File: src/hw/ptc_pkg.sv
// Purpose: Shared constants for the prescaled timer/counter
// Assumes: 40 MHz mclk, instruction tick is mclk divided by four
// Notes:   Register offsets are byte addresses on a 32-bit Avalon-MM slave
`default_nettype none

package ptc_pkg;

    // ****************************************************************
    // Register map
    // ****************************************************************
    localparam logic [3:0] OFF_CONTROL = 4'h0;
    localparam logic [3:0] OFF_COUNT_LOW = 4'h4;
    localparam logic [3:0] OFF_COUNT_HIGH = 4'h8;
    localparam logic [3:0] OFF_STATUS = 4'hc;

    // ****************************************************************
    // Control register fields
    // ****************************************************************
    localparam int BIT_RUN = 7;
    localparam int BIT_NARROW = 6;
    localparam int BIT_SOURCE = 5;
    localparam int BIT_EDGE = 4;
    localparam int BIT_BYPASS = 3;
    localparam int RATIO_MSB = 2;
    localparam int RATIO_LSB = 0;
    localparam logic [7:0] CONTROL_RESET = 8'hff;

    // Status register fields
    localparam int BIT_OVF_FLAG = 0;
    localparam int BIT_OVF_EN = 1;

    // ****************************************************************
    // Timing
    // ****************************************************************
    localparam int MCLK_PER_TICK = 4;
    localparam logic [1:0] WRITE_HOLDOFF_TICKS = 2'h2;
    localparam int PRESCALE_WIDTH = 8;

    localparam logic [7:0] BYTE_ZERO = 8'h00;
    localparam logic [7:0] BYTE_ONES = 8'hff;

endpackage : ptc_pkg

`default_nettype wire

File: src/hw/ptc_timer.sv
// Purpose: Prescaled 8/16-bit timer/counter with an Avalon-MM register slave
// Assumes: mclk 40 MHz, synchronous active-high sys_rst
// Notes:   Each access is answered one cycle after it is presented
//
// Functional notes
// - Count only while run bit set
// - Bit 6 selects 8-bit or 16-bit width
// - Bit 5 selects instruction tick or pin
// - Bit 4 selects falling or rising pin edge
// - Bit 3 bypasses the prescaler
// - Ratio field gives divide by 2^(code+1)
// - Prescaler is a dedicated 8-bit counter
// - Bypassed timer mode counts every tick
// - Count write holds counting two ticks
// - Pin synchronised before use, with latency
// - Control register read/write, resets all ones
// - Wrap sets overflow flag; enable masks it
// - Low byte read copies high byte in 16-bit mode
// - Low byte write loads high from buffer in 16-bit mode
// - Count write clears prescaler count unless bypassed
`default_nettype none

module ptc_timer #(
    parameter int TICK_DIV = ptc_pkg::MCLK_PER_TICK
) (
    // Clock and reset
    input wire logic mclk,
    input wire logic sys_rst,
    // Avalon-MM slave
    input wire logic [3:0] avs_address,
    input wire logic avs_read,
    input wire logic avs_write,
    input wire logic [31:0] avs_writedata,
    input wire logic [3:0] avs_byteenable,
    output logic [31:0] avs_readdata,
    output logic avs_waitrequest,
    // External count pin
    input wire logic ext_count_pin,
    // Overflow interrupt request
    output logic overflowIrq
);

    // ****************************************************************
    // State
    // ****************************************************************
    typedef struct packed {
        logic [7:0] timer_control;
        logic [7:0] countLow;
        logic [7:0] countHigh;
        logic [7:0] count_high_buffer;
        logic overflow_flag;
        logic overflow_irq_en;
        logic [$clog2(TICK_DIV)-1:0] tickDiv;
        logic instruction_tick;
        logic pinPrev;
        logic [1:0] holdoff;
        logic waitReq;
        logic [31:0] readData;
        logic irq;
    } ptc_state_s;

    ptc_state_s st_ff;
    ptc_state_s nxt_st;

    // ****************************************************************
    // Control field decode
    // ****************************************************************
    logic count_run;
    logic narrow_width_sel;
    logic count_source_sel;
    logic edge_polarity_sel;
    logic divider_bypass;
    logic [2:0] divider_ratio_sel;

    assign count_run = st_ff.timer_control[ptc_pkg::BIT_RUN];
    assign narrow_width_sel = st_ff.timer_control[ptc_pkg::BIT_NARROW];
    assign count_source_sel = st_ff.timer_control[ptc_pkg::BIT_SOURCE];
    assign edge_polarity_sel = st_ff.timer_control[ptc_pkg::BIT_EDGE];
    assign divider_bypass = st_ff.timer_control[ptc_pkg::BIT_BYPASS];
    assign divider_ratio_sel = st_ff.timer_control[ptc_pkg::RATIO_MSB:ptc_pkg::RATIO_LSB];

    // ****************************************************************
    // Pin synchroniser and clock source selection
    // ****************************************************************
    logic pinSync;
    logic pinEdge;
    logic srcPulse;
    logic prePulse;
    logic advance;

    ptc_sync u_sync (
        .mclk(mclk),
        .sys_rst(sys_rst),
        .asyncIn(ext_count_pin),
        .syncOut(pinSync)
    );

    // Falling edge when the polarity bit is one, rising edge otherwise
    assign pinEdge = edge_polarity_sel ? (st_ff.pinPrev && !pinSync)
                                       : (!st_ff.pinPrev && pinSync);
    assign srcPulse = count_run &&
                      (count_source_sel ? pinEdge : st_ff.instruction_tick);

    // ****************************************************************
    // Bus decode
    // ****************************************************************
    // An access is taken only in the cycle where waitrequest is low,
    // so each register side effect happens exactly once per access.
    logic accept;
    logic wrLane0;
    logic countWrite;
    logic lowRead;

    assign accept = !st_ff.waitReq && (avs_read || avs_write);
    assign wrLane0 = accept && avs_write && avs_byteenable[0];
    assign countWrite = wrLane0 && (avs_address == ptc_pkg::OFF_COUNT_LOW);
    // The snapshot is taken while the low byte is latched for the answer
    assign lowRead = st_ff.waitReq && avs_read && (avs_address == ptc_pkg::OFF_COUNT_LOW);

    ptc_prescaler #(
        .WIDTH(ptc_pkg::PRESCALE_WIDTH)
    ) u_pre (
        .mclk(mclk),
        .sys_rst(sys_rst),
        .clearCount(countWrite && !divider_bypass),
        .ratioSel(divider_ratio_sel),
        .srcPulse(srcPulse && !divider_bypass),
        .outPulse(prePulse)
    );

    // Counting is frozen while the write hold-off is still running
    assign advance = (divider_bypass ? srcPulse : prePulse)
                     && (st_ff.holdoff == 2'h0);

    // ****************************************************************
    // Next state
    // ****************************************************************
    always_comb begin
        nxt_st = st_ff;

        // Instruction tick: one mclk pulse per TICK_DIV cycles
        nxt_st.instruction_tick = 1'b0;
        if (st_ff.tickDiv == ($clog2(TICK_DIV))'(TICK_DIV - 1)) begin
            nxt_st.tickDiv = '0;
            nxt_st.instruction_tick = 1'b1;
        end else begin
            nxt_st.tickDiv = st_ff.tickDiv + ($clog2(TICK_DIV))'(1);
        end

        nxt_st.pinPrev = pinSync;

        // Hold-off counts down on instruction ticks
        if (st_ff.holdoff != 2'h0 && st_ff.instruction_tick) begin
            nxt_st.holdoff = st_ff.holdoff - 2'h1;
        end

        // Counter advance and overflow detection
        if (advance) begin
            nxt_st.countLow = st_ff.countLow + 8'h01;
            if (narrow_width_sel) begin
                if (st_ff.countLow == ptc_pkg::BYTE_ONES) begin
                    nxt_st.overflow_flag = 1'b1;
                end
            end else if (st_ff.countLow == ptc_pkg::BYTE_ONES) begin
                nxt_st.countHigh = st_ff.countHigh + 8'h01;
                if (st_ff.countHigh == ptc_pkg::BYTE_ONES) begin
                    nxt_st.overflow_flag = 1'b1;
                end
            end
        end

        // Bus handshake: one wait cycle, then the access is taken
        nxt_st.waitReq = 1'b1;
        if (st_ff.waitReq && (avs_read || avs_write)) begin
            nxt_st.waitReq = 1'b0;
        end

        // Read data is prepared during the wait cycle and stands at accept
        if (st_ff.waitReq && avs_read) begin
            case (avs_address)
                ptc_pkg::OFF_CONTROL: begin
                    nxt_st.readData = {24'h000000, st_ff.timer_control};
                end
                ptc_pkg::OFF_COUNT_LOW: begin
                    nxt_st.readData = {24'h000000, st_ff.countLow};
                end
                ptc_pkg::OFF_COUNT_HIGH: begin
                    nxt_st.readData = {24'h000000, st_ff.count_high_buffer};
                end
                ptc_pkg::OFF_STATUS: begin
                    nxt_st.readData = {30'h00000000, st_ff.overflow_irq_en,
                                       st_ff.overflow_flag};
                end
                default: begin
                    nxt_st.readData = 32'h00000000;
                end
            endcase
        end

        // Reading the low byte snapshots the live high byte in the same cycle,
        // so a carry between the two cannot split the pair
        if (lowRead && !narrow_width_sel) begin
            nxt_st.count_high_buffer = st_ff.countHigh;
        end

        // Register writes
        if (wrLane0) begin
            case (avs_address)
                ptc_pkg::OFF_CONTROL: begin
                    nxt_st.timer_control = avs_writedata[7:0];
                end
                ptc_pkg::OFF_COUNT_LOW: begin
                    nxt_st.countLow = avs_writedata[7:0];
                    if (!narrow_width_sel) begin
                        nxt_st.countHigh = st_ff.count_high_buffer;
                    end
                    nxt_st.holdoff = ptc_pkg::WRITE_HOLDOFF_TICKS;
                end
                ptc_pkg::OFF_COUNT_HIGH: begin
                    nxt_st.count_high_buffer = avs_writedata[7:0];
                end
                ptc_pkg::OFF_STATUS: begin
                    nxt_st.overflow_irq_en = avs_writedata[ptc_pkg::BIT_OVF_EN];
                    // Write one to clear; a wrap in the same cycle wins
                    if (avs_writedata[ptc_pkg::BIT_OVF_FLAG] && !(advance &&
                        st_ff.countLow == ptc_pkg::BYTE_ONES &&
                        (narrow_width_sel || st_ff.countHigh == ptc_pkg::BYTE_ONES))) begin
                        nxt_st.overflow_flag = 1'b0;
                    end
                end
                default: begin
                    nxt_st.readData = st_ff.readData;
                end
            endcase
        end

        nxt_st.irq = nxt_st.overflow_flag && nxt_st.overflow_irq_en;
    end

    // ****************************************************************
    // Registers
    // ****************************************************************
    always_ff @(posedge mclk) begin
        if (sys_rst) begin
            st_ff <= '0;
            st_ff.timer_control <= ptc_pkg::CONTROL_RESET;
            st_ff.waitReq <= 1'b1;
        end else begin
            st_ff <= nxt_st;
        end
    end

    assign avs_readdata = st_ff.readData;
    assign avs_waitrequest = st_ff.waitReq;
    assign overflowIrq = st_ff.irq;

endmodule : ptc_timer

`default_nettype wire

File: src/hw/ptc_sync.sv
// Purpose: Two-flop synchroniser for the external count pin
// Assumes: Input is asynchronous to mclk
// Notes:   Only the second stage may be read by other logic
`default_nettype none

module ptc_sync (
    // Clock and reset
    input wire logic mclk,
    input wire logic sys_rst,
    // Data
    input wire logic asyncIn,
    output logic syncOut
);

    typedef struct packed {
        logic stage1;
        logic stage2;
    } ptc_sync_s;

    ptc_sync_s st_ff;
    ptc_sync_s nxt_st;

    always_comb begin
        nxt_st = st_ff;
        nxt_st.stage1 = asyncIn;
        nxt_st.stage2 = st_ff.stage1;
    end

    always_ff @(posedge mclk) begin
        if (sys_rst) begin
            st_ff <= '0;
        end else begin
            st_ff <= nxt_st;
        end
    end

    assign syncOut = st_ff.stage2;

endmodule : ptc_sync

`default_nettype wire

File: src/hw/ptc_prescaler.sv
// Purpose: Power-of-two prescaler, divide by 2 up to 256
// Assumes: srcPulse is a one-cycle pulse in the mclk domain
// Notes:   Output pulse is combinational from the stored count and srcPulse
`default_nettype none

module ptc_prescaler #(
    parameter int WIDTH = ptc_pkg::PRESCALE_WIDTH
) (
    // Clock and reset
    input wire logic mclk,
    input wire logic sys_rst,
    // Control
    input wire logic clearCount,
    input wire logic [2:0] ratioSel,
    // Pulses
    input wire logic srcPulse,
    output logic outPulse
);

    typedef struct packed {
        logic [WIDTH-1:0] count;
    } ptc_pre_s;

    ptc_pre_s st_ff;
    ptc_pre_s nxt_st;
    logic [WIDTH-1:0] mask;

    // Ratio 2^(code+1): the pulse fires when the low code+1 bits are all ones
    always_comb begin
        // Widen the code first: in three bits, code 7 plus one would wrap to zero
        mask = WIDTH'((1 << (int'(ratioSel) + 1)) - 1);
        outPulse = srcPulse && ((st_ff.count & mask) == mask);
    end

    always_comb begin
        nxt_st = st_ff;
        if (clearCount) begin
            nxt_st.count = '0;
        end else if (srcPulse) begin
            nxt_st.count = st_ff.count + WIDTH'(1);
        end
    end

    always_ff @(posedge mclk) begin
        if (sys_rst) begin
            st_ff <= '0;
        end else begin
            st_ff <= nxt_st;
        end
    end

endmodule : ptc_prescaler

`default_nettype wire

File: config.mk
export PLATFORM = sky130hd
export DESIGN_NAME = ptc_timer
export DESIGN_NICKNAME = d
export VERILOG_FILES = /design/src/hw/ptc_pkg.sv /design/src/hw/ptc_timer.sv /design/src/hw/ptc_sync.sv /design/src/hw/ptc_prescaler.sv
export SDC_FILE = /design/constraint.sdc
export NUM_CORES = 1
export LEC_CHECK = 0
export ABC_CLOCK_PERIOD_IN_PS = 4600
export BUFFER_PORTS_ARGS = -buffer_cell sky130_fd_sc_hd__buf_2
export CAP_MARGIN = 20
export CORE_AREA = 2 2 87 89
export DETAILED_ROUTE_END_ITERATION = 8
export DIE_AREA = 0 0 89 91
export PLACE_DENSITY = 0.7
export SKIP_LAST_GASP = 1
export SYNTH_ARGS = -nofsm -noshare
export SYNTH_HDL_FRONTEND = slang
export SYNTH_HIERARCHICAL = 1
export SYNTH_SLANG_ARGS = --single-unit
File: constraint.sdc
create_clock -name mclk -period 4.6 [get_ports mclk]
set_input_delay 0.23 -clock mclk [delete_from_list [all_inputs] [get_ports mclk]]
set_output_delay 0.23 -clock mclk [all_outputs]
set_load 0.1 [all_outputs]
== Yosys cells after proc, flatten, opt, wreduce, memory -nomap -nowiden ==
Cells that the tools add are included.

* Add/sub/neg operators: 7
* Eq/ne operators: 8
* Shift operators: 1
* Mux-type cells: 27
* Bitwise gates (word level): 1
* Reduce and logical (&&, ||, !) cells: 35

{| class="wikitable"
|+ Operators by type and width
! kind !! count
|-
| $mux 32 || 3
|-
| $mux 8 || 5
|-
| $mux 16 || 2
|-
| $pmux 8 s4 || 1
|-
| $shl 1x32->8 const A || 1
|-
| $mux 26 || 1
|-
| $add 8x1->8 const B || 3
|-
| $logic_and 1x1->1 || 20
|-
| $eq 8x8->1 const B || 2
|-
| $mux 1 || 11
|-
| $and 8x8->8 || 1
|-
| $eq 4x4->1 const B || 2
|-
| $eq 8x8->1 || 1
|-
| $mux 2 || 4
|-
| $sub 8x2->8 const B || 1
|-
| $logic_not 1->1 || 6
|-
| $add 3x1->4 const B || 1
|-
| $eq 4x3->1 const B || 1
|-
| $logic_not 4->1 || 1
|-
| $reduce_or 2->1 || 2
|-
| $reduce_or 4->1 || 1
|-
| $add 2x1->2 const B || 1
|-
| $eq 2x2->1 const B || 1
|-
| $logic_not 2->1 || 1
|-
| other kinds (5) || 6
|}

* Flip-flop bits (word level): 84
* Input port bits: 45
* Output and inout bits: 34
* Word-level logic and storage cells: 95

== Logic depth before layout (Yosys ltp) ==
* Depth in word-level cells: 17
* Depth in mapped cells: 10
* Depth with buffers taken out: 9

== By module ==
The synthesis kept the hierarchy.

{| class="wikitable"
|+ By module, submodules not included
! module !! times used !! cells each !! area an instance (sq um) !! sequential area each (sq um)
|-
| ptc_timer || 1 || 307 || 2746.4 || 1001.0
|-
| ptc_prescaler || 1 || 57 || 470.5 || 160.2
|-
| ptc_sync || 1 || 4 || 52.6 || 40.0
|}

== Worst setup path after synthesis ==
Ideal clock, no wire load.

* Kind: register to register
* From: register st_ff (netlist bit edge_polarity_sel)
* To: register st_ff[63] (netlist bit)
* Setup time: 0.080 ns
* Arrival time: 2.767 ns
* Required time: 4.520 ns
* Slack: 1.754 ns
* Stages on the path, launching flop included: 11
* Path buffers: 1
* Period minus slack after synthesis: 2.846 ns
* Cells stage by stage: dfxtp_1 or3b_1 a311oi_1 o211ai_1 nor2_1 o2111a_1 nor2b_1 clkbuf_1 o2111ai_1 xor2_1 a211oi_2

* Word-level cells in the longest chain between the ends: 10

{| class="wikitable"
|+ RTL lines
! item !! RTL line !! RTL
|-
| start, declared || ptc_timer.sv:62 || <nowiki>ptc_state_s st_ff;</nowiki>
|-
| start signal, assigned || ptc_timer.sv:249 || <nowiki>st_ff <= nxt_st;</nowiki>
|-
| $mux 1 * || ptc_timer.sv:99 || <nowiki>assign pinEdge = edge_polarity_sel ? (st_ff.pinPrev && !pinSync)</nowiki>
|-
| $mux 1 * || ptc_timer.sv:102 || <nowiki>(count_source_sel ? pinEdge : st_ff.instruction_tick);</nowiki>
|-
| $logic_and 1x1->1 * || ptc_timer.sv:101 || <nowiki>assign srcPulse = count_run &&</nowiki>
|-
| $logic_and 1x1->1 * || ptc_timer.sv:127 || <nowiki>.srcPulse(srcPulse && !divider_bypass),</nowiki>
|-
| $logic_and 1x1->1 * || ptc_prescaler.sv:32 || <nowiki>outPulse = srcPulse && ((st_ff.count & mask) == mask);</nowiki>
|-
| net prePulse || ptc_timer.sv:88 || <nowiki>logic prePulse;</nowiki>
|-
| $mux 1 * || ptc_timer.sv:132 || <nowiki>assign advance = (divider_bypass ? srcPulse : prePulse)</nowiki>
|-
| $logic_and 1x1->1 * || ptc_timer.sv:133 || <nowiki>&& (st_ff.holdoff == 2'h0);</nowiki>
|-
| $mux 16 * || ptc_timer.sv:158 || <nowiki>if (advance) begin</nowiki>
|-
| $mux 16 || ptc_timer.sv:208 || <nowiki>case (avs_address)</nowiki>
|-
| $mux 26 * || ptc_timer.sv:207 || <nowiki>if (wrLane0) begin</nowiki>
|}

The timed path passes the listed nets; every way through them passes the cells marked *.
A chain may end at the register's enable or synchronous reset.

== Final worst setup path ==
* From: register st_ff (netlist bit edge_polarity_sel)
* To: register st_ff[56] (netlist bit)

* Word-level cells in the longest chain between the ends: 11

{| class="wikitable"
|+ RTL lines
! item !! RTL line !! RTL
|-
| $mux 1 * || ptc_timer.sv:99 ||
|-
| $mux 1 * || ptc_timer.sv:102 ||
|-
| $logic_and 1x1->1 * || ptc_timer.sv:101 ||
|-
| $logic_and 1x1->1 * || ptc_timer.sv:127 ||
|-
| $logic_and 1x1->1 * || ptc_prescaler.sv:32 ||
|-
| net prePulse || ptc_timer.sv:88 ||
|-
| $mux 1 * || ptc_timer.sv:132 ||
|-
| $logic_and 1x1->1 * || ptc_timer.sv:133 ||
|-
| $mux 16 * || ptc_timer.sv:158 ||
|-
| $mux 8 || ptc_timer.sv:214 || <nowiki>if (!narrow_width_sel) begin</nowiki>
|-
| $mux 16 || ptc_timer.sv:208 ||
|-
| $mux 26 * || ptc_timer.sv:207 ||
|}

Marks and branches as above.

==> flow_metrics.env <==
export IMPL_status="finished clean"
export IMPL_yosys_area_top_type="dfxtp_1"
export IMPL_clkLatencyLatePin_ns=0.34
export IMPL_die_h_um=91
export IMPL_wl_per_cell_um=14.7
export IMPL_port_buffer_count=27
export IMPL_synth_cells=368
export IMPL_avgSynthCellArea_um2=8.88
export IMPL_grt_max_degree=37
export IMPL_final_area_mm2=0.00356
export IMPL_synth_area_mm2=0.00327
export IMPL_syn_to_final_growth_pct=8.84
export IMPL_drtIter0Drc=218
export IMPL_drtPass1Iterations=5
export IMPL_finalSetupTns_ns=0
export IMPL_initial_utilization_pct=45.8
export IMPL_grt_pass1_vias=2523
export IMPL_cts_max_path_buffers=2
export IMPL_path_class="reg -> reg"
export IMPL_drive_gt1_share_pct=15.2
export IMPL_row_count=31
export IMPL_dieArea_mm2=0.00810
export IMPL_synth_warnings=6
export IMPL_grt_antenna_before_repair=0
export IMPL_synth_cells_most_frequent="dfxtp_1, nor2_1, buf_4, nand2_1, mux2i_1"
export IMPL_min_path_type="in -> reg"
export IMPL_startpoint_type="register"
export IMPL_clock_sinks=60
export IMPL_htree_levels=3
export IMPL_max_freq_ghz=0.313
export IMPL_min_period_over_period_pct=69.5
export IMPL_cp_arrival_ns=3.45
export IMPL_worstMarginPinSlew_ns=0.809
export IMPL_p_leak_nw=1.49
export IMPL_cts_tree="done"
export IMPL_cp_max_fo=12
export IMPL_worstSetupStartpoint="edge_polarity_sel$_SDFFE_PP1P_"
export IMPL_cts_resized=0
export IMPL_synth_most_common_cell="dfxtp_1"
export IMPL_grt_ovfl_total=0
export IMPL_synth_edf_count=0
export IMPL_cap_violations=0
export IMPL_skew_ns=0.0107
export IMPL_multiInputGateArea_mm2=0.00182
export IMPL_cts_root_buf="clkbuf_8"
export IMPL_ant_nets=0
export IMPL_vias_per_cell=5.43
export IMPL_powerDensity_mw_per_mm2=359
export IMPL_cts_made_buffers=9
export IMPL_dp_hpwl_um=5110
export IMPL_hold_viol_final=0
export IMPL_grtUsageTotal_pct=18.9
export IMPL_clkTransAtPathRegs_ns=0.07
export IMPL_fin_crit_ns=3.20
export IMPL_finalSetupViolCount=0
export IMPL_synth_seq_cells=60
export IMPL_grt_setup_unrepaired="false"
export IMPL_wl_um=7130
export IMPL_ir_drop_v=0.000113
export IMPL_drc=0
export IMPL_fill_cells=692
export IMPL_die_width_um=89
export IMPL_drv_slew=0
export IMPL_synthTopCellsByArea="dfxtp_1, buf_4, mux2i_1, nor2_1, xor2_1"
export IMPL_placed_area_mm2=0.00331
export IMPL_grt_pass1_wl_um=11900
export IMPL_io_pins=79
export IMPL_coreArea_mm2=0.00714
export IMPL_synthFlopType="dfxtp_1"
export IMPL_nets=433
export IMPL_antennaDiodeCount=0
export IMPL_worstReg2RegStart="edge_polarity_sel$_SDFFE_PP1P_"
export IMPL_gp_congestion=0.921
export IMPL_relSlewSlack_pct=46.0
export IMPL_cts_hold_buf=0
export IMPL_hold_start="avs_read"
export IMPL_end_kind="register"
export IMPL_num_vias=2637
export IMPL_synth_top_area_share_pct=36.7
export IMPL_post_cts_setup_buffers=0
export IMPL_ys_seq_area_share_pct=36.7
export IMPL_seqCellArea_mm2=0.00120
export IMPL_synthArstFlopShare_pct=0
export IMPL_synthDistinctLibCells=54
export IMPL_cp_required_ns=4.85
## area by class of cell
class,instances,area share (%)
sequential,60,33.8
clock inverter,4,2.67
multi-input combinational,277,51.1
tap,99,3.48
inverter,6,0.633
clock buffer,12,4.36
timing repair buffer,28,4.01
## flip-flops by register name, summed over array words and instances, names as in the netlist, 3 cells and up
name,count
divider_ratio_sel,3
st_ff,32
u_pre/st_ff,8
avs_readdata,8
## logic make-up after synthesis
logic type / count (synthesis) / synth area share, %
multiplexers: 25 / 8.42
XOR/XNOR: 17 / 4.55
AO/OA/AOI/OAI: 82 / 18.2
AND/OR/NAND/NOR: 122 / 19.3
flip-flops: 60 / 36.7
buffers and inverters: 54 / 10.3
other: 2 / 0.230
adder cells (fa/ha/maj): 6 / 2.30
## where the power goes
group | total (mW) | internal, mW | switching (mW) | leakage [nW]
Combinational | 0.153 | 0.0212 | 0.132 | 0.880
Sequential | 0.531 | 0.526 | 0.00450 | 0.485
Clock | 0.592 | 0.389 | 0.203 | 0.127
## critical path: stages, from the launching register on
cell and delay, ns:
dfxtp_1 0.35, or3b_1 0.42, a311oi_1 0.29, buf_4 0.19, o211ai_1 0.09, nor2_1 0.12, o2111a_1 0.19, nor2b_1 0.65
o21ai_2 0.20, or3_1 0.38, a211oi_1 0.22
## layer usage
layer  vias to the layer above  wire length [um]  GRT usage [%]
met5                         -                 0              0
met4                         0               222           11.1
met3                        23               388           3.00
met2                       102              3270           28.3
met1                      1205              3250           25.3
li1                       1307                 -              -
## placed cells by master, fill, tap and decap left out, types with 7 or more instances in the layout
| master | synthesis | final |
|---|---|---|
| a22oi_1 | 8 | 8 |
| o21ai_1 | 7 | 7 |
| dfxtp_1 | 60 | 60 |
| o211ai_1 | 8 | 8 |
| a211oi_1 | 10 | 10 |
| nand4_1 | 8 | 8 |
| xor2_1 | 12 | 12 |
| buf_2 | 2 | 27 |
| nor2b_1 | 8 | 8 |
| conb_1 | 2 | 25 |
| mux2i_1 | 23 | 23 |
| a21oi_1 | 7 | 7 |
| o21ai_0 | 17 | 17 |
| nor3_1 | 8 | 8 |
| clkbuf_8 | 0 | 11 |
| nor2_1 | 39 | 39 |
| nand2_1 | 26 | 26 |
## path summary, 6_finish.rpt
path / to / slack (ns) / cells past startpoint
worst max-delay path: st_ff[56]$_SDFF_PP0_ / 1.40 / 10
worst min-delay path: avs_waitrequest$_SDFF_PP1_ / 0.1 / 2
worst max register to register: st_ff[56]$_SDFF_PP0_ / 1.40 / 10
worst min register to register: st_ff[38]$_SDFF_PP0_ / 0.43 / 1
## stage by stage
| step | power (mW) | hold slack [ns] | setup WS, ns | instances | util (%) |
|---|---|---|---|---|---|
| floorplan | 0.690 | 0.302 | 1.75 | 391 | - |
| global placement | 0.694 | 0.416 | 1.48 | 470 | 46.4 |
| detailed placement | 0.695 | 0.425 | 1.43 | 470 | 46.4 |
| CTS | 1.29 | 0.0816 | 1.41 | 486 | 49.9 |
| global route | 1.32 | 0.0924 | 1.14 | 486 | 49.9 |
| finish | 1.28 | 0.0986 | 1.40 | 486 | 49.9 |
No activity file was read; power rests on OpenSTA's default activity.
